<file path="src/hw/opm_pkg.sv">
// Constants and types of the operating-mode controller.
// Assumes one core clock; no software-reachable register bus.
package opm_pkg;

  typedef enum logic [2:0] {
    OPM_ST_COMPAT,
    OPM_ST_PROT,
    OPM_ST_SAVE,
    OPM_ST_HK,
    OPM_ST_RESTORE
  } opm_state_e;

  typedef enum logic [1:0] {
    OPM_MODE_COMPAT,
    OPM_MODE_PROT,
    OPM_MODE_HK
  } opm_mode_e;

  // Execution context layout
  localparam int         GPR_COUNT    = 8;
  localparam int         SEG_COUNT    = 6;
  localparam int         CTX_REGS     = 16;
  localparam int         CTX_AW       = 4;
  localparam int         CTX_DW       = 32;
  localparam logic [3:0] CTX_GPR_BASE = 4'h0;
  localparam logic [3:0] CTX_SEG_BASE = 4'h8;
  localparam logic [3:0] CTX_FLAGS    = 4'hE;
  localparam logic [3:0] CTX_IPTR     = 4'hF;
  localparam logic [3:0] CTX_LAST     = 4'hF;
  localparam logic [4:0] CTX_DONE     = 5'h10;

  // Address widths
  localparam int LIN_AW    = 32;
  localparam int PHYS_AW   = 36;
  localparam int PAGE_HI_W = PHYS_AW - LIN_AW;
  localparam int SEG_OFF_W = 16;
  localparam int SEL_W     = 16;
  localparam int REAL_AW   = 20;
  localparam int SEG_SHIFT = 4;

  // System control word
  localparam int CTL_W      = 8;
  localparam int CTL_PE_BIT = 0;
  localparam logic [CTL_W-1:0] CTL_RESET = 8'h00;

  // Management memory window, base is a plain default
  localparam logic [PHYS_AW-1:0] MGMT_BASE_DEF = 36'h0_0003_0000;

endpackage

</file>
<file path="src/hw/opm_ctx_if.sv">
// Save/restore port between the mode controller and its context store.
// Assumes both ends on the core clock.
`timescale 1ns/1ps
interface opm_ctx_if;
  import opm_pkg::*;
  logic              we;
  logic [CTX_AW-1:0] waddr;
  logic [CTX_DW-1:0] wdata;
  logic              re;
  logic [CTX_AW-1:0] raddr;
  logic [CTX_DW-1:0] rdata;

  modport ctl (output we, output waddr, output wdata, output re, output raddr, input rdata);
  modport mem (input we, input waddr, input wdata, input re, input raddr, output rdata);
endinterface

</file>
<file path="src/hw/opm_ctx_mem.sv">
// Context store: one word per architectural register, registered read.
// Assumes the controller never reads and writes the same word at once.
`timescale 1ns/1ps
module opm_ctx_mem (
  // Clock
  input wire logic mclk_i,
  // Store port
  opm_ctx_if.mem   port
);
  import opm_pkg::*;

  logic [CTX_DW-1:0] store_r [CTX_REGS];

  always_ff @(posedge mclk_i) begin
    if (port.we) begin
      store_r[port.waddr] <= port.wdata;
    end
  end

  always_ff @(posedge mclk_i) begin
    if (port.re) begin
      port.rdata <= store_r[port.raddr];
    end
  end
endmodule

</file>
<file path="src/hw/opm_ctrl.sv">
// Operating-mode controller of the core: compatibility, protected, housekeeping.
// Assumes the register file answers ctx_rd_idx_o combinationally in the same cycle.
//
// Overview of operation
// Reset always leaves the core in compatibility mode.
// Exactly three modes exist and the mode gates which features software may use.
// Protected mode opens every instruction and feature to software; feat_full_o drops for legacy tasks.
// Legacy emulation is a per-task flag inside protected mode, not a mode of its own.
// From compatibility mode software may move to protected or housekeeping mode.
// A management pin assertion or interrupt-controller message enters housekeeping mode.
// Entry saves the whole register context and moves to a private address space.
// Return restores exactly the previous mode and register context.
// Each task sees up to 4 GB linear space on a physical space of up to 64 GB.
// The context is eight general, six segment, one flags and one pointer register.
// The same execution resources exist in every mode.
// A system control word selects the mode and describes the running task.
// Compatibility mode addresses memory as segments of at most 64 KB.
// Housekeeping mode steers accesses into the private management memory.
// The mode changes only on reset, software switch, or housekeeping entry and exit.
// Management interrupts are ignored from entry until the return completes.
`timescale 1ns/1ps
module opm_ctrl #(
  parameter logic [opm_pkg::PHYS_AW-1:0] MGMT_BASE = opm_pkg::MGMT_BASE_DEF
) (
  // Clock and reset
  input  wire logic                           mclk_i,
  input  wire logic                           rst_i,
  // Management interrupt sources
  input  wire logic                           mgmt_irq_n_i,
  input  wire logic                           mgmt_interrupt_i,
  // Software control
  input  wire logic                           ctl_wr_i,
  input  wire logic [opm_pkg::CTL_W-1:0]      ctl_wdata_i,
  input  wire logic                           sw_mgmt_req_i,
  input  wire logic                           mgmt_return_i,
  input  wire logic                           task_load_i,
  input  wire logic                           task_legacy_i,
  // Context save and restore
  input  wire logic [opm_pkg::CTX_DW-1:0]     arch_data_i,
  output logic      [opm_pkg::CTX_AW-1:0]     ctx_rd_idx_o,
  output logic                                ctx_restore_we_o,
  output logic      [opm_pkg::CTX_AW-1:0]     ctx_restore_idx_o,
  output logic      [opm_pkg::CTX_DW-1:0]     ctx_restore_data_o,
  // Address request
  input  wire logic                           addr_req_i,
  input  wire logic [opm_pkg::SEL_W-1:0]      seg_sel_i,
  input  wire logic [opm_pkg::LIN_AW-1:0]     offset_i,
  input  wire logic [opm_pkg::PAGE_HI_W-1:0]  page_hi_i,
  output logic                                addr_vld_o,
  output logic                                addr_fault_o,
  output logic                                addr_mgmt_o,
  output logic      [opm_pkg::PHYS_AW-1:0]    phys_addr_o,
  // Mode status
  output opm_pkg::opm_mode_e                  mode_o,
  output logic                                feat_full_o,
  output logic                                legacy_task_o,
  output logic                                ctx_busy_o,
  output logic      [opm_pkg::CTL_W-1:0]      ctl_o
);
  import opm_pkg::*;

  opm_state_e        state_r;
  opm_state_e        state_nxt;
  opm_state_e        saved_state_r;
  logic [CTL_W-1:0]  ctl_r;
  logic [CTL_W-1:0]  saved_ctl_r;
  logic              legacy_r;
  logic              saved_legacy_r;
  logic [4:0]        idx_r;
  logic              irq_meta_r;
  logic              irq_sync_r;
  logic              irq_prev_r;
  logic              pin_evt;
  logic              mgmt_req;
  logic              in_normal;
  logic              rd_pend_r;
  logic [CTX_AW-1:0] rd_idx_r;

  opm_ctx_if ctx ();

  opm_ctx_mem u_mem (
    .mclk_i (mclk_i),
    .port   (ctx.mem)
  );

  // Pin is asynchronous; only the second and third stages are looked at
  always_ff @(posedge mclk_i) begin
    if (rst_i) begin
      irq_meta_r <= 1'b1;
      irq_sync_r <= 1'b1;
      irq_prev_r <= 1'b1;
    end else begin
      irq_meta_r <= mgmt_irq_n_i;
      irq_sync_r <= irq_meta_r;
      irq_prev_r <= irq_sync_r;
    end
  end

  // Edge, not level, so a pin held low does not re-enter after return
  assign pin_evt   = irq_prev_r & ~irq_sync_r;
  assign in_normal = (state_r == OPM_ST_COMPAT) || (state_r == OPM_ST_PROT);
  // Requests outside the normal modes are dropped, not queued
  assign mgmt_req  = in_normal & (pin_evt | mgmt_interrupt_i | sw_mgmt_req_i);

  always_comb begin
    state_nxt = state_r;
    unique case (state_r)
      OPM_ST_COMPAT: begin
        if (mgmt_req) begin
          state_nxt = OPM_ST_SAVE;
        end else if (ctl_wr_i && ctl_wdata_i[CTL_PE_BIT]) begin
          state_nxt = OPM_ST_PROT;
        end
      end
      OPM_ST_PROT: begin
        if (mgmt_req) begin
          state_nxt = OPM_ST_SAVE;
        end else if (ctl_wr_i && !ctl_wdata_i[CTL_PE_BIT]) begin
          state_nxt = OPM_ST_COMPAT;
        end
      end
      OPM_ST_SAVE: begin
        if (idx_r[CTX_AW-1:0] == CTX_LAST) begin
          state_nxt = OPM_ST_HK;
        end
      end
      OPM_ST_HK: begin
        if (mgmt_return_i) begin
          state_nxt = OPM_ST_RESTORE;
        end
      end
      OPM_ST_RESTORE: begin
        if (idx_r == CTX_DONE) begin
          state_nxt = saved_state_r;
        end
      end
    endcase
  end

  // Mode register moves only through the transitions above
  always_ff @(posedge mclk_i) begin
    if (rst_i) begin
      state_r <= OPM_ST_COMPAT;
    end else begin
      state_r <= state_nxt;
    end
  end

  // Mode seen before entry, kept for the return
  always_ff @(posedge mclk_i) begin
    if (rst_i) begin
      saved_state_r  <= OPM_ST_COMPAT;
      saved_ctl_r    <= CTL_RESET;
      saved_legacy_r <= 1'b0;
    end else if (mgmt_req) begin
      saved_state_r  <= state_r;
      saved_ctl_r    <= ctl_r;
      saved_legacy_r <= legacy_r;
    end
  end

  // System control word; handler writes are undone on return
  always_ff @(posedge mclk_i) begin
    if (rst_i) begin
      ctl_r <= CTL_RESET;
    end else if (state_r == OPM_ST_RESTORE && idx_r == CTX_DONE) begin
      ctl_r <= saved_ctl_r;
    end else if (ctl_wr_i && !mgmt_req) begin
      ctl_r <= ctl_wdata_i;
    end
  end

  // Per-task legacy attribute, meaningful only in protected mode
  always_ff @(posedge mclk_i) begin
    if (rst_i) begin
      legacy_r <= 1'b0;
    end else if (state_r == OPM_ST_RESTORE && idx_r == CTX_DONE) begin
      legacy_r <= saved_legacy_r;
    end else if (task_load_i && state_r == OPM_ST_PROT) begin
      legacy_r <= task_legacy_i;
    end else if (state_r == OPM_ST_COMPAT) begin
      legacy_r <= 1'b0;
    end
  end

  // Walk index for both the save and the restore pass
  always_ff @(posedge mclk_i) begin
    if (rst_i) begin
      idx_r <= '0;
    end else if (state_nxt != state_r) begin
      idx_r <= '0;
    end else if (state_r == OPM_ST_SAVE || state_r == OPM_ST_RESTORE) begin
      idx_r <= idx_r + 5'h01;
    end
  end

  // Save: sixteen words, general, segment, flags, pointer, same in every mode
  assign ctx.we    = (state_r == OPM_ST_SAVE);
  assign ctx.waddr = idx_r[CTX_AW-1:0];
  assign ctx.wdata = arch_data_i;
  // Restore: read issued two cycles ahead of the write-back
  assign ctx.re    = (state_r == OPM_ST_RESTORE) && (idx_r != CTX_DONE);
  assign ctx.raddr = idx_r[CTX_AW-1:0];

  always_ff @(posedge mclk_i) begin
    if (rst_i) begin
      rd_pend_r <= 1'b0;
      rd_idx_r  <= '0;
    end else begin
      rd_pend_r <= ctx.re;
      rd_idx_r  <= ctx.raddr;
    end
  end

  always_ff @(posedge mclk_i) begin
    if (rst_i) begin
      ctx_rd_idx_o       <= '0;
      ctx_restore_we_o   <= 1'b0;
      ctx_restore_idx_o  <= '0;
      ctx_restore_data_o <= '0;
    end else begin
      ctx_rd_idx_o       <= (state_nxt == OPM_ST_SAVE && state_r == OPM_ST_SAVE) ?
                            idx_r[CTX_AW-1:0] + 4'h1 : '0;
      ctx_restore_we_o   <= rd_pend_r;
      ctx_restore_idx_o  <= rd_idx_r;
      // Store output is unknown before its first read; keep the port at zero then
      ctx_restore_data_o <= rd_pend_r ? ctx.rdata : '0;
    end
  end

  // Address formation per mode
  logic [REAL_AW-1:0] real_addr;
  logic [PHYS_AW-1:0] phys_nxt;
  logic               fault_nxt;
  logic               mgmt_nxt;

  // Segment base is selector times sixteen, wraps at the real-mode limit
  assign real_addr = {seg_sel_i, {SEG_SHIFT{1'b0}}} + {{SEG_SHIFT{1'b0}}, offset_i[SEG_OFF_W-1:0]};

  always_comb begin
    phys_nxt  = '0;
    fault_nxt = 1'b0;
    mgmt_nxt  = 1'b0;
    unique case (state_r)
      OPM_ST_COMPAT: begin
        phys_nxt  = {{(PHYS_AW-REAL_AW){1'b0}}, real_addr};
        fault_nxt = |offset_i[LIN_AW-1:SEG_OFF_W];
      end
      OPM_ST_PROT: begin
        if (legacy_r) begin
          phys_nxt  = {{(PHYS_AW-REAL_AW){1'b0}}, real_addr};
          fault_nxt = |offset_i[LIN_AW-1:SEG_OFF_W];
        end else begin
          phys_nxt = {page_hi_i, offset_i};
        end
      end
      OPM_ST_HK: begin
        // Private window, real-style offsets above its base
        phys_nxt  = MGMT_BASE + {{(PHYS_AW-REAL_AW){1'b0}}, real_addr};
        mgmt_nxt  = 1'b1;
        fault_nxt = |offset_i[LIN_AW-1:SEG_OFF_W];
      end
      OPM_ST_SAVE, OPM_ST_RESTORE: begin
        // Context moves in flight; no program access is served
        fault_nxt = 1'b1;
      end
    endcase
  end

  always_ff @(posedge mclk_i) begin
    if (rst_i) begin
      addr_vld_o   <= 1'b0;
      addr_fault_o <= 1'b0;
      addr_mgmt_o  <= 1'b0;
      phys_addr_o  <= '0;
    end else begin
      addr_vld_o   <= addr_req_i;
      addr_fault_o <= addr_req_i & fault_nxt;
      addr_mgmt_o  <= addr_req_i & mgmt_nxt;
      phys_addr_o  <= addr_req_i ? phys_nxt : '0;
    end
  end

  // Mode, feature and busy outputs follow the next state so they line up with state_r; ctl_o trails ctl_r by a cycle
  always_ff @(posedge mclk_i) begin
    if (rst_i) begin
      mode_o        <= OPM_MODE_COMPAT;
      feat_full_o   <= 1'b0;
      legacy_task_o <= 1'b0;
      ctx_busy_o    <= 1'b0;
      ctl_o         <= CTL_RESET;
    end else begin
      unique case (state_nxt)
        OPM_ST_COMPAT: mode_o <= OPM_MODE_COMPAT;
        OPM_ST_PROT:   mode_o <= OPM_MODE_PROT;
        default:       mode_o <= OPM_MODE_HK;
      endcase
      feat_full_o   <= (state_nxt == OPM_ST_PROT) && !legacy_r;
      legacy_task_o <= (state_nxt == OPM_ST_PROT) && legacy_r;
      ctx_busy_o    <= (state_nxt == OPM_ST_SAVE) || (state_nxt == OPM_ST_RESTORE);
      ctl_o         <= ctl_r;
    end
  end
endmodule

</file>
<file path="config.mk">
export PLATFORM = sky130hd
export DESIGN_NAME = opm_ctrl
export DESIGN_NICKNAME = d
export VERILOG_FILES = /design/src/hw/opm_pkg.sv /design/src/hw/opm_ctx_if.sv /design/src/hw/opm_ctx_mem.sv /design/src/hw/opm_ctrl.sv
export SDC_FILE = /design/constraint.sdc
export NUM_CORES = 1
export LEC_CHECK = 0
export ABC_CLOCK_PERIOD_IN_PS = 3900
export BUFFER_PORTS_ARGS = -buffer_cell sky130_fd_sc_hd__buf_4
export CAP_MARGIN = 10
export CORE_MARGIN = 8
export CORE_UTILIZATION = 55
export CTS_BUF_LIST = sky130_fd_sc_hd__clkbuf_4 sky130_fd_sc_hd__clkbuf_8
export CTS_CLUSTER_SIZE = 14
export DETAILED_ROUTE_END_ITERATION = 16
export PLACE_DENSITY = 0.85
export SKIP_CTS_REPAIR_TIMING = 1
export SLEW_MARGIN = 40
export SYNTH_ARGS = -nofsm -noshare
export SYNTH_HDL_FRONTEND = slang
export SYNTH_SLANG_ARGS = --single-unit
</file>
<file path="constraint.sdc">
create_clock -name mclk_i -period 3.9 [get_ports mclk_i]
set_input_delay 0.195 -clock mclk_i [delete_from_list [all_inputs] [get_ports mclk_i]]
set_output_delay 0.195 -clock mclk_i [all_outputs]
set_load 0.005 [all_outputs]
</file>
==> flow_summary.yaml <==
synthesis:
  synthesis.yosys.warnings: 0
  synth_top_cell_area_share_pct: 64.6
  post_synth_xor_area_fraction_pct: 0.658
  synth_async_sr_flop_share_pct: 0
  syn_avg_cell_area_um2: 19.5
  netlist_area_um2: 25300
  netlist_top_cells_count: "edfxtp_1, mux4_2, dfxtp_1, nor2_1, nand2_1"
  ys_seq_area_share_pct: 74.9
  synth_seq_cells: 674
  synth-simple-area-share_pct: 5.19
  postSynthNetCount: 1419
  synthCells: 1300
  synth_top_area_cell: "edfxtp_1"
  synth_cell_types: 64
  main_combinational_cell_family_by_area_after_synthesis: "multiplexers"
  synth-edff-count: 544
  post_synth_fa_ha_maj_area_fraction_pct: 0.910
  synth_mux_area_share_pct: 14.7
  synth_compound_area_share_pct: 2.45
  synth.top_cells.by_area: "edfxtp_1, mux4_2, dfxtp_1, and2_1, nor2_1"
  synth_ff_type: "edfxtp_1"
  synth_most_common_cell: "edfxtp_1"
worst_hold_path:
  min_delay_path_depth: 3
  hold_path.class: "in -> reg"
worst_setup_path:
  critical_path_arrival_ns: 3.54
  crit_slowest_cell: "dlygate4sd3_1"
  slowest_delay_ns: 0.58
  capturing_element_type_of_the_critical_path: "flop"
  worst-endpoint-required_ns: 4.45
  setup.worst_path.start_class: "input port"
  timing_worst_setup_path_type: "in -> reg"
  critical_path.n_buffers_inverters: 4
  critical_path.cell_chain: "dlygate4sd3_1 -> buf_4 -> ha_1 -> inv_1 -> fa_1 -> nor2b_1 -> o31a_1 -> o211ai_2 -> and2_2 -> xnor2_1 -> o31a_1 -> a31oi_1 -> dlygate4sd3_1"
  worst-path-stages: 13
  crit_family: "buffers and inverters"
  timing.critical_path.fanout_max: 5
  rr_worst_depth: 6
detailed_routing:
  vias_per_cell: 6.07
  detailedRoute.firstPassIterationCount: 7
  route.detailed.drc: 0
  post_drt_wl_per_cell_um: 26.6
  num_vias: 14172
  initialDrtViolationCount: 1736
  antenna_violating_nets_post_route: 0
  totalWireLength_um: 62100
clock_tree:
  clock_sinks: 674
  worstSkewPairLatency_ns: 0.68
  clock_tree.root_cell: "clkbuf_8"
  cts.htree.levels: 3
  numCtsBuffers: 100
  ctsLongestPathBuffers: 3
  path_clk_slew_ns: 0.06
  cts_tree: "built"
grt:
  number_of_global_route_vias_before_repair: 14040
  global_route.usage.total_pct: 21.9
  grt_remaining_overflow: 0
  global_route_wire_length_before_repair_um: 87500
  antenna_violations_before_repair: 3
  largest_net_degree_at_the_start_of_global_routing: 106
sta:
  fin_worst_skew_ns: 0.0351
  rsz0062_at_grt: "no"
  setup_slack_ns: 0.911
  fmax_ghz: 0.335
  final_max_slew_viol_count: 0
  layout_worst_path_cycle_share_pct: 76.6
  timing_hold_violations_final: 0
  max_slew.worst_pin.slew_ns: 0.817
  maxSlewHeadroom_pct: 45.4
  finalSetupViolations: 0
  setup_total_negative_slack_ns: 0
  layout_min_cycle_time_ns: 2.99
layout:
  area_delta_synth_final_pct: 21.3
  n_fill_cell: 2662
  nets: 1770
  post_route_cells_drive_above_1_share_pct: 33.9
die:
  core.rowCount: 78
  die_width_um: 230
  boundaryPins: 195
  die-area_um2: 53100
  effective_utilization_at_floorplan_pct: 55.7
  design.core.area_um2: 45400
  die_h_um: 230
pwr:
  p_sw_share_pct: 21.7
  part_of_the_power_in_combinational_logic_pct: 5.9
  power.internal_mw: 11.1
  power.net_switching_mw: 3.10
  power.share.clock_pct: 38.8
  worst_ir_drop_vdd_v: 0.000497
  total_leakage_power_nw: 10.4
  report.power.total_mw: 14.2
  seq_pwr_share_pct: 55.3
  p_per_area_nw_per_um2: 464
place:
  dpl.hpwl_um: 35800
  detailedPlace.worstSlack_ns: 1.15
  last_weighted_congestion_value_of_the_routability_driven_placer: 0.881
  portBuffers: 194
job:
  timing.max_cap.violations: 0
outcome:
  status: "completed"
[power groups by stage]
| stage | Combinational [mW] | Clock, mW | Sequential [mW] |
|---|---|---|---|
| global placement | 0.714 | 0 | 8.01 |
| finish | 0.838 | 5.53 | 7.87 |
| global route | 0.894 | 5.93 | 7.87 |
| floorplan | 0.437 | 0 | 8.01 |
| detailed placement | 0.746 | 0 | 8.02 |
| CTS | 0.749 | 5.59 | 7.87 |
[final timing paths]
check                                           from                      to  slack (ns)
worst min register to register  u_mem.port.rdata[29]  ctx_restore_data_o[29]        0.44
worst max register to register            state_r[1]    u_mem.store_r[1][22]        1.11
worst max-delay path                     offset_i[4]         phys_addr_o[17]        0.91
worst min-delay path                   mgmt_return_i              state_r[2]        0.02
[layer usage]
metal	routed length (µm)	track usage [%]
met5	13	0
met4	2030	9.40
met3	5350	4.65
met2	31600	36.1
met1	23200	28.3
[cell type report]
class | instances | area [µm²] | share of cell area, %
clock buffer | 139 | 1710 | 5.56
inverter | 12 | 45.0 | 0.147
timing repair buffer | 315 | 2810 | 9.16
sequential | 674 | 19000 | 61.8
clock inverter | 42 | 214 | 0.697
tap | 600 | 751 | 2.45
multi-input combinational | 548 | 6200 | 20.2
antenna | 3 | 7.51 | 0.0245
[worst register-to-register path, stage by stage (launching register included)]
cell and delay, ns:
dfxtp_1 0.31, buf_4 0.21, inv_2 0.10, nor3_1 0.45
nand2_1 0.40, nor3_4 0.69, buf_4 0.34
[registers in the layout, indices dropped and copies added, names as in the netlist, 4 cells and up]
name	flops
ctl_o	8
ctl_r	8
ctx_rd_idx_o	4
ctx_restore_data_o	32
ctx_restore_idx_o	4
idx_r	5
phys_addr_o	36
rd_idx_r	4
saved_ctl_r	8
u_mem.port.rdata	32
u_mem.store_r	512
[logic make-up (layout without fill, tap and decap cells)]
| logic type | count (synthesis) | after routing |
|---|---|---|
| other | 0 | 3 |
| adders and majority gates | 18 | 18 |
| muxes | 171 | 171 |
| AOI/OAI and AO/OA | 85 | 85 |
| and+or+nand+nor | 255 | 255 |
| buffers and inverters | 78 | 508 |
| DFF | 674 | 674 |
| xor gates and xnor gates | 19 | 19 |
[through the flow]
step	hold WS (ns)	area [µm²]	utilization (%)	cells
floorplan	0.279	25300	-	1300
global placement	0.388	27800	61.3	2061
detailed placement	0.393	27900	61.5	2064
CTS	-0.321	29800	65.7	2245
global route	0.0238	30700	67.6	2332
finish	0.0231	30700	67.6	2333
[layout by cell type, fill, tap and decap left out, types with 33 or more instances in the layout]
| cell type | instances |
|---|---|
| and2_1 | 41 |
| buf_4 | 212 |
| clkbuf_4 | 33 |
| clkbuf_8 | 106 |
| dfxtp_1 | 126 |
| dlygate4sd3_1 | 85 |
| edfxtp_1 | 544 |
| mux4_2 | 160 |
| nand2_1 | 49 |
| nor2_1 | 47 |
No activity file was read; power rests on OpenSTA's default activity.
